<file path="src/clk_cfg_pkg.sv">
// Purpose: Constants for the core clock and L2 clock configuration block.
// Assumes: One 20 MHz system clock; straps and control inputs synchronous to it.
// Notes: Clocks are modelled as enable pulses and ratio codes, not analog outputs.
package clk_cfg_pkg;
	// Multiplier held in half steps: value 4 means 2x
	typedef logic [4:0] half_mult_t;
	localparam logic [3:0] CFG_X2 = 4'h4;
	localparam logic [3:0] CFG_X2P5 = 4'h6;
	localparam logic [3:0] CFG_X3 = 4'h8;
	localparam logic [3:0] CFG_X3P5 = 4'he;
	localparam logic [3:0] CFG_X4 = 4'ha;
	localparam logic [3:0] CFG_X4P5 = 4'h7;
	localparam logic [3:0] CFG_X5 = 4'hb;
	localparam logic [3:0] CFG_X5P5 = 4'h9;
	localparam logic [3:0] CFG_X6 = 4'hd;
	localparam logic [3:0] CFG_X6P5 = 4'h5;
	localparam logic [3:0] CFG_X7 = 4'h2;
	localparam logic [3:0] CFG_X7P5 = 4'h1;
	localparam logic [3:0] CFG_X8 = 4'hc;
	localparam logic [3:0] CFG_X9 = 4'h0;
	localparam logic [3:0] CFG_BYPASS = 4'h3;
	localparam logic [3:0] CFG_OFF = 4'hf;
	localparam half_mult_t HM_NONE = 5'h00;
	localparam half_mult_t HM_ONE = 5'h02;
	// VCO to core ratio in every multiplying setting
	localparam logic [1:0] VCO_RATIO = 2'h2;
	// L2 divisor field codes, divisor = (code+2)/2
	localparam logic [2:0] L2DIV_1 = 3'h0;
	localparam logic [2:0] L2DIV_4 = 3'h6;
	localparam int L2_SLOW_MHZ = 150;
	typedef enum logic [2:0] {
		MODE_OFF = 3'b001,
		MODE_BYPASS = 3'b010,
		MODE_PLL = 3'b100
	} clk_mode_t;
endpackage

</file>
<file path="src/core_pll_l2_clock_config.sv">
// Purpose: Decode the clock strap into a core clock mode and divide core ticks into L2 clock.
// Assumes: core_tick_in marks each core clock half period (both edges) from the PLL model.
// Assumes: straps and the divisor code are synchronous to sys_clk_in.
// Notes: Strap is caught on the clock edge where reset is active, so it holds after release.
// Notes: Half-integer divisors give halves one tick apart; the average rate is exact.
// Notes: Analog loop behaviour is not modelled; the feedback return is only monitored.
`timescale 1ns/1ns
module core_pll_l2_clock_config
	import clk_cfg_pkg::*;
(
	// Clock and reset
	input wire logic sys_clk_in,
	input wire logic rst_b_in,
	input wire logic clk_en_in,
	// Straps
	input wire logic [3:0] pll_cfg_in,
	// L2 control register fields
	input wire logic [2:0] l2_clock_divisor_field_in,
	input wire logic l2_slow_clock_select_in,
	// Core clock half-period ticks and feedback return
	input wire logic core_tick_in,
	input wire logic l2_feedback_clock_in,
	// Clock mode results
	output logic [2:0] clk_mode_out,
	output clk_cfg_pkg::half_mult_t half_mult_out,
	output logic [5:0] vco_half_mult_out,
	output logic cfg_reserved_out,
	// L2 clock
	output logic l2_clk_out,
	output logic l2_feedback_clock_out,
	output logic l2_phase_late_out,
	output logic l2_slow_out
);
	import clk_cfg_pkg::*;

	typedef struct packed {
		// Decoded strap results
		clk_mode_t mode;
		half_mult_t hm;
		logic [5:0] vco;
		logic rsv;
		// L2 divider: held divisor code, tick count in this half, clock level
		logic [2:0] div;
		logic [2:0] cnt;
		logic l2_clock_divisor_field;
		// Feedback drive, phase monitor and slow-clock mirror
		logic fb;
		logic late;
		logic slow;
	} state_t;

	state_t s, next_s;

	// Half-step multiplier for a strap code; zero means no multiplying clock
	function automatic half_mult_t decode(input logic [3:0] c);
		unique case (c)
			// Low multipliers
			CFG_X2: decode = 5'd4;
			CFG_X2P5: decode = 5'd5;
			CFG_X3: decode = 5'd6;
			CFG_X3P5: decode = 5'd7;
			CFG_X4: decode = 5'd8;
			// Middle multipliers
			CFG_X4P5: decode = 5'd9;
			CFG_X5: decode = 5'd10;
			CFG_X5P5: decode = 5'd11;
			CFG_X6: decode = 5'd12;
			// High multipliers
			CFG_X6P5: decode = 5'd13;
			CFG_X7: decode = 5'd14;
			CFG_X7P5: decode = 5'd15;
			CFG_X8: decode = 5'd16;
			CFG_X9: decode = 5'd18;
			// Clocks without the PLL
			CFG_BYPASS: decode = HM_ONE;
			CFG_OFF: decode = HM_NONE;
			default: decode = HM_NONE;
		endcase
	endfunction

	// Clock mode implied by a strap code
	function automatic clk_mode_t mode_of(input logic [3:0] c);
		if (c == CFG_OFF) begin
			mode_of = MODE_OFF;
		end else if (c == CFG_BYPASS) begin
			mode_of = MODE_BYPASS;
		end else if (decode(c) == HM_NONE) begin
			// Unlisted code: staying stopped is safer than guessing a rate
			mode_of = MODE_OFF;
		end else begin
			mode_of = MODE_PLL;
		end
	endfunction

	// Flags a code that decodes to nothing yet is not the off code
	function automatic logic reserved_of(input logic [3:0] c);
		reserved_of = (c != CFG_OFF) && (decode(c) == HM_NONE);
	endfunction

	// VCO multiple in half steps; zero whenever the PLL is not running
	function automatic logic [5:0] vco_of(input clk_mode_t m, input half_mult_t h);
		// Every multiplying setting runs the VCO at twice the core
		if (m == MODE_PLL) begin
			vco_of = 6'(h * VCO_RATIO);
		end else begin
			vco_of = 6'h00;
		end
	endfunction

	// Codes above the largest divisor are held at the largest one
	function automatic logic [2:0] clamp_div(input logic [2:0] code);
		// Larger codes are not supported divisors; clamping keeps the count in range
		if (code > L2DIV_4) begin
			clamp_div = L2DIV_4;
		end else begin
			clamp_div = code;
		end
	endfunction

	// A code gives a full L2 period of (code+2) core half periods.
	// The low half is rounded down, the high half up, so odd totals
	// differ by one tick per half and the average rate stays exact.
	function automatic logic [2:0] low_last(input logic [2:0] code);
		low_last = code >> 1;
	endfunction

	function automatic logic [2:0] high_last(input logic [2:0] code);
		high_last = 3'((4'(code) + 4'h1) >> 1);
	endfunction

	// Count value at which the current half of the L2 clock ends
	function automatic logic [2:0] half_last(input logic [2:0] code, input logic level);
		if (level) begin
			half_last = high_last(code);
		end else begin
			half_last = low_last(code);
		end
	endfunction

	// A tick counts only while the core clock is running at all
	function automatic logic tick_taken(input clk_mode_t m, input logic tick);
		tick_taken = (m != MODE_OFF) && tick;
	endfunction

	// Next tick count within the current half
	function automatic logic [2:0] count_up(input logic [2:0] cnt);
		count_up = 3'(cnt + 3'h1);
	endfunction

	// State loaded while reset is held: strap decoded, L2 side quiet at the smallest divisor
	function automatic state_t reset_state(input logic [3:0] c);
		state_t r;
		// Reserved codes come out as off with the flag set
		r.mode = mode_of(c);
		r.hm = decode(c);
		r.rsv = reserved_of(c);
		r.vco = vco_of(mode_of(c), decode(c));
		r.div = L2DIV_1;
		r.cnt = 3'h0;
		r.l2_clock_divisor_field = 1'b0;
		r.fb = 1'b0;
		r.late = 1'b0;
		r.slow = 1'b0;
		reset_state = r;
	endfunction

	// End of a half: flip the clock, restart the count, take the new divisor.
	// Taking the divisor only here keeps a runt half off the SRAM clock.
	function automatic state_t flip_state(input state_t st, input logic [2:0] code);
		state_t r;
		r = st;
		r.cnt = 3'h0;
		r.l2_clock_divisor_field = ~st.l2_clock_divisor_field;
		r.fb = ~st.l2_clock_divisor_field;
		r.div = clamp_div(code);
		flip_state = r;
	endfunction

	// Feedback still low while the clock is high: the far edge lags the internal one
	function automatic logic late_of(input logic level, input logic fb_back);
		late_of = level & ~fb_back;
	endfunction

	always_comb begin
		next_s = s;
		if (!rst_b_in) begin
			// Strap sampled on every edge while reset is held; later changes are ignored
			next_s = reset_state(pll_cfg_in);
		end else if (clk_en_in) begin
			next_s.slow = l2_slow_clock_select_in;
			// Off mode ignores ticks, so the L2 clock stays low
			if (tick_taken(s.mode, core_tick_in)) begin
				if (s.cnt == half_last(s.div, s.l2_clock_divisor_field)) begin
					next_s = flip_state(next_s, l2_clock_divisor_field_in);
				end else begin
					// Count ticks within the current half
					next_s.cnt = count_up(s.cnt);
				end
			end
			next_s.late = late_of(s.l2_clock_divisor_field, l2_feedback_clock_in);
		end
		// Clock enable low leaves every field as it is
	end

	// Reset still acts while the clock enable is low
	always_ff @(posedge sys_clk_in) begin
		s <= next_s;
	end

	// Strap results
	assign clk_mode_out = s.mode;
	assign half_mult_out = s.hm;
	assign vco_half_mult_out = s.vco;
	assign cfg_reserved_out = s.rsv;

	// L2 clock side
	assign l2_clk_out = s.l2_clock_divisor_field;
	assign l2_feedback_clock_out = s.fb;
	assign l2_phase_late_out = s.late;
	assign l2_slow_out = s.slow;
endmodule

</file>
<file path="config.mk">
export PLATFORM = sky130hd
export DESIGN_NAME = core_pll_l2_clock_config
export DESIGN_NICKNAME = d
export VERILOG_FILES = /design/src/clk_cfg_pkg.sv /design/src/core_pll_l2_clock_config.sv
export SDC_FILE = /design/constraint.sdc
export NUM_CORES = 1
export LEC_CHECK = 0
export BUFFER_PORTS_ARGS = -buffer_cell sky130_fd_sc_hd__buf_4
export CORE_MARGIN = 2
export CORE_UTILIZATION = 50
export CTS_CLUSTER_DIAMETER = 30
export CTS_CLUSTER_SIZE = 14
export DETAILED_ROUTE_END_ITERATION = 6
export GPL_TIMING_DRIVEN = 0
export PLACE_DENSITY = 0.76
export SYNTH_ARGS = -nofsm -noshare
export SYNTH_HDL_FRONTEND = slang
export SYNTH_SLANG_ARGS = --single-unit
</file>
<file path="constraint.sdc">
create_clock -name sys_clk_in -period 2.7 [get_ports sys_clk_in]
set_clock_uncertainty 0.1 [all_clocks]
set_input_delay 0.81 -clock sys_clk_in [delete_from_list [all_inputs] [get_ports sys_clk_in]]
set_output_delay 0.81 -clock sys_clk_in [all_outputs]
set_load 0.02 [all_outputs]
</file>
==> results.rst <==
.. list-table::
   :header-rows: 1

   * - Metric
     - Value
   * - Static leakage
     - 0.6977 nW
   * - Detailed Route WL
     - 2.063 mm
   * - Required arrival time at the worst endpoint
     - 2.68 ns
   * - Final setup fails
     - 0
   * - Leading area contributor after synthesis
     - sky130_fd_sc_hd__edfxtp_1
   * - Die area
     - about 2900 µm²
   * - Type of the setup path with the least slack
     - in2reg
   * - Ranking of synthesized cells by area
     - sky130_fd_sc_hd__edfxtp_1, sky130_fd_sc_hd__dfxtp_1, sky130_fd_sc_hd__buf_4, sky130_fd_sc_hd__ha_1, sky130_fd_sc_hd__mux2i_1
   * - Total clock sinks
     - 23
   * - Wire length of the first global-routing pass
     - 3.187 mm
   * - Outcome
     - finished, final reports clean
   * - Yosys cell types
     - 33
   * - Final HPWL DP
     - around 1.6 mm
   * - HP Class
     - reg2reg
   * - Endpoint kind of the worst setup timing path
     - flop
   * - Top cells by count, synth
     - sky130_fd_sc_hd__buf_4, sky130_fd_sc_hd__edfxtp_1, sky130_fd_sc_hd__nor2_1, sky130_fd_sc_hd__nand2_1, sky130_fd_sc_hd__dfxtp_1
   * - DR vias/cell
     - 4.967
   * - Maximum capacitance violations
     - 0
   * - Setup repair after global routing missed its margin
     - false
   * - Area share of the largest cell type after synthesis
     - 0.3347
   * - Fmax
     - slightly above 0.4 GHz
   * - Core Area
     - 2432 µm²
   * - Cell depth of the worst min-delay path
     - 2
   * - CTS root buffer
     - sky130_fd_sc_hd__clkbuf_4
   * - Share of synthesized area occupied by flip-flops and latches
     - 0.4781
   * - Synth Flop Type
     - sky130_fd_sc_hd__edfxtp_1
   * - Clock transition time at the flip-flop clock pins of the worst setup and hold paths
     - 0.12 ns
   * - Ratio of cells with drive above 1 in the final layout
     - 0.3660
   * - Insertion delay of the later-clocked pin in the worst-skew pair
     - 0.32 ns
   * - Placed Cells
     - 179
   * - Final slew viol count
     - 0
   * - Post-synth design cell area
     - 1256 µm²
   * - Total number of vias
     - just over 900
   * - Register bit count reported by yosys
     - 23
   * - Largest buffer count on any clock path
     - 2
   * - Power density over the cells
     - 494.3 nW/µm²
   * - Number of enable flip-flop cells after synthesis
     - 14
   * - Average cell area after synthesis
     - between 10 and 15 µm²
   * - Routability congestion estimate from global placement
     - 0.7697
   * - Count of placed standard cells in the final layout, fillers left out
     - 183
   * - Post-cts hold buffer count
     - 0
   * - Setup Fix Bufs, Post-CTS
     - 0
   * - Number of instances resized during post-cts repair
     - 0
   * - Fraction of the cycle the final worst path needs
     - 0.9192
   * - Area growth, synth to finish
     - 23.01%
   * - Via count of the first global-routing pass
     - between 700 and 800
   * - Number of I/O port buffers
     - 30
   * - Overall die width
     - 54.13 µm
   * - Post-Route Hold Slack
     - 0.3763 ns
   * - Instance count of the mapped netlist
     - 119
   * - Site Rows
     - 18
   * - Logic depth of the worst register-to-register path
     - 6
   * - I/O Pins
     - 32
   * - Wirelength per Cell
     - 11.27 µm
   * - Syn_nets
     - 139
   * - Max rail drop VDD
     - 0.0002785 V
   * - Number of antenna violations at the first check in global routing
     - 0
   * - Die Y-Extent
     - ~54 µm
   * - Deepest level of the CTS H-tree
     - 1
   * - Detailed-route DRC error count
     - 0
   * - Detailed Routing Iterations Pass 1
     - 4
   * - Routed Antenna Nets
     - 0
   * - Post-layout min period
     - 2.482 ns
   * - Yosys Warn Count
     - 0
   * - Post-route design area
     - 1545 µm²
   * - Number of antenna repair diodes
     - 0
   * - Largest net degree at the start of global routing
     - 22
   * - Share of synthesized registers carrying an async set or reset
     - 0
   * - Overflow left after global routing
     - 0
   * - Kind of launch point of the worst setup path
     - input pin
   * - Final Hold Violating Endpoints
     - 0
   * - Area of placed instances
     - 1519 µm²
   * - GRT Overall Usage
     - 0.1545
   * - CTS tree
     - yes
   * - Starting density of the core
     - 0.5165
   * - Number of design-rule violations left by the first detailed-router iteration
     - 10
   * - Nets@finish
     - between 150 and 200
   * - Number of buffers inserted during clock tree synthesis
     - 3
   * - Cell with the most instances after synthesis
     - sky130_fd_sc_hd__buf_4
   * - Arr. time, crit path
     - 2.46 ns
   * - Critical path peak fanout
     - 6
==> sequential cells by signal, indices dropped and copies added, names as in the netlist <==
| signal | cells |
|---|---|
| cfg_reserved_out | 1 |
| clk_mode_out | 3 |
| half_mult_out | 5 |
| l2_feedback_clock_out | 1 |
| l2_phase_late_out | 1 |
| l2_slow_out | 1 |
| s | 6 |
| vco_half_mult_out | 5 |
==> cells by family after synthesis <==
| logic type | Yosys count | synth area share |
|---|---|---|
| compound gates | 12 | 0.07271 |
| xor+xnor | 8 | 0.05577 |
| fa+ha+maj | 7 | 0.06972 |
| buf+inv | 23 | 0.1205 |
| flops | 23 | 0.4781 |
| mux | 5 | 0.03984 |
| other cells | 1 | 0.002985 |
| simple gates | 40 | 0.1604 |
==> layout make-up <==
cell class	instances	area [µm²]
well taps	30	37.54
repair buffers	30	225.2
inverters	6	22.52
fillers	203	887.1
clock buffers	4	26.28
multi-input cells	73	504.2
plain buffers	17	128.9
flip-flops and latches	23	600.6
==> routing by layer <==
layer  part of all wire  track usage  wire length, µm
met1               0.43       0.1705              880
met3              0.058      0.03333              119
met5                  0            0                0
met2               0.49       0.2771             1021
met4              0.020      0.07500               42
==> layout by cell type (no fill, tap or decap), types with 3 or more instances in the layout <==
cell / instances
sky130_fd_sc_hd__nor2_1: 13
sky130_fd_sc_hd__xnor2_1: 4
sky130_fd_sc_hd__xor2_1: 4
sky130_fd_sc_hd__nand2_1: 10
sky130_fd_sc_hd__buf_4: 45
sky130_fd_sc_hd__inv_1: 5
sky130_fd_sc_hd__ha_1: 7
sky130_fd_sc_hd__clkbuf_4: 3
sky130_fd_sc_hd__edfxtp_1: 14
sky130_fd_sc_hd__a21oi_1: 5
sky130_fd_sc_hd__mux2i_1: 5
sky130_fd_sc_hd__dfxtp_1: 9
sky130_fd_sc_hd__nor2b_1: 3
sky130_fd_sc_hd__nand3_1: 3
==> power by group <==
group / total, W / switching (W) / internal, W / leakage [nW]
Combinational: 0.000190 / 0.0000955 / 0.0000941 / 0.474
Clock: 0.000158 / 0.000101 / 0.0000579 / 0.0150
Sequential: 0.000416 / 0.0000146 / 0.000401 / 0.208
Total: 0.000764 / 0.000211 / 0.000553 / 0.698
==> worst max-delay path, stage by stage <==
cell and delay [ns]:
sky130_fd_sc_hd__buf_4 0.12, sky130_fd_sc_hd__inv_1 0.08, sky130_fd_sc_hd__ha_1 0.33, sky130_fd_sc_hd__nor2b_1 0.14, sky130_fd_sc_hd__a211oi_1 0.22, sky130_fd_sc_hd__a21oi_1 0.11, sky130_fd_sc_hd__or4_4 0.51, sky130_fd_sc_hd__nor2b_1 0.15
==> path summary, 6_finish.rpt <==
path / endpoint / from / slack [ns]
setup reg to reg: s[9] / s[8] / 0.92
hold / removal: l2_phase_late_out / l2_phase_late_out / 0.38
setup / recovery: clk_mode_out[2] / pll_cfg_in[0] / 0.22
hold reg to reg: l2_phase_late_out / l2_phase_late_out / 0.38
==> through the flow <==
stage	power, W	worst slack (ns)	TNS, ns	utilization
2_1_floorplan	0.0005438	0.1547	0	-
3_3_place_gp	0.0006081	-0.05949	-0.05949	0.6245
3_5_place_dp	0.0006152	-0.1057	-0.1352	0.6245
4_1_cts	0.0007698	0.2535	0	0.6353
5_1_grt	0.0008025	0.2074	0	0.6353
6_report	0.0007638	0.2181	0	0.6353
No activity file was read; power rests on OpenSTA's default activity.
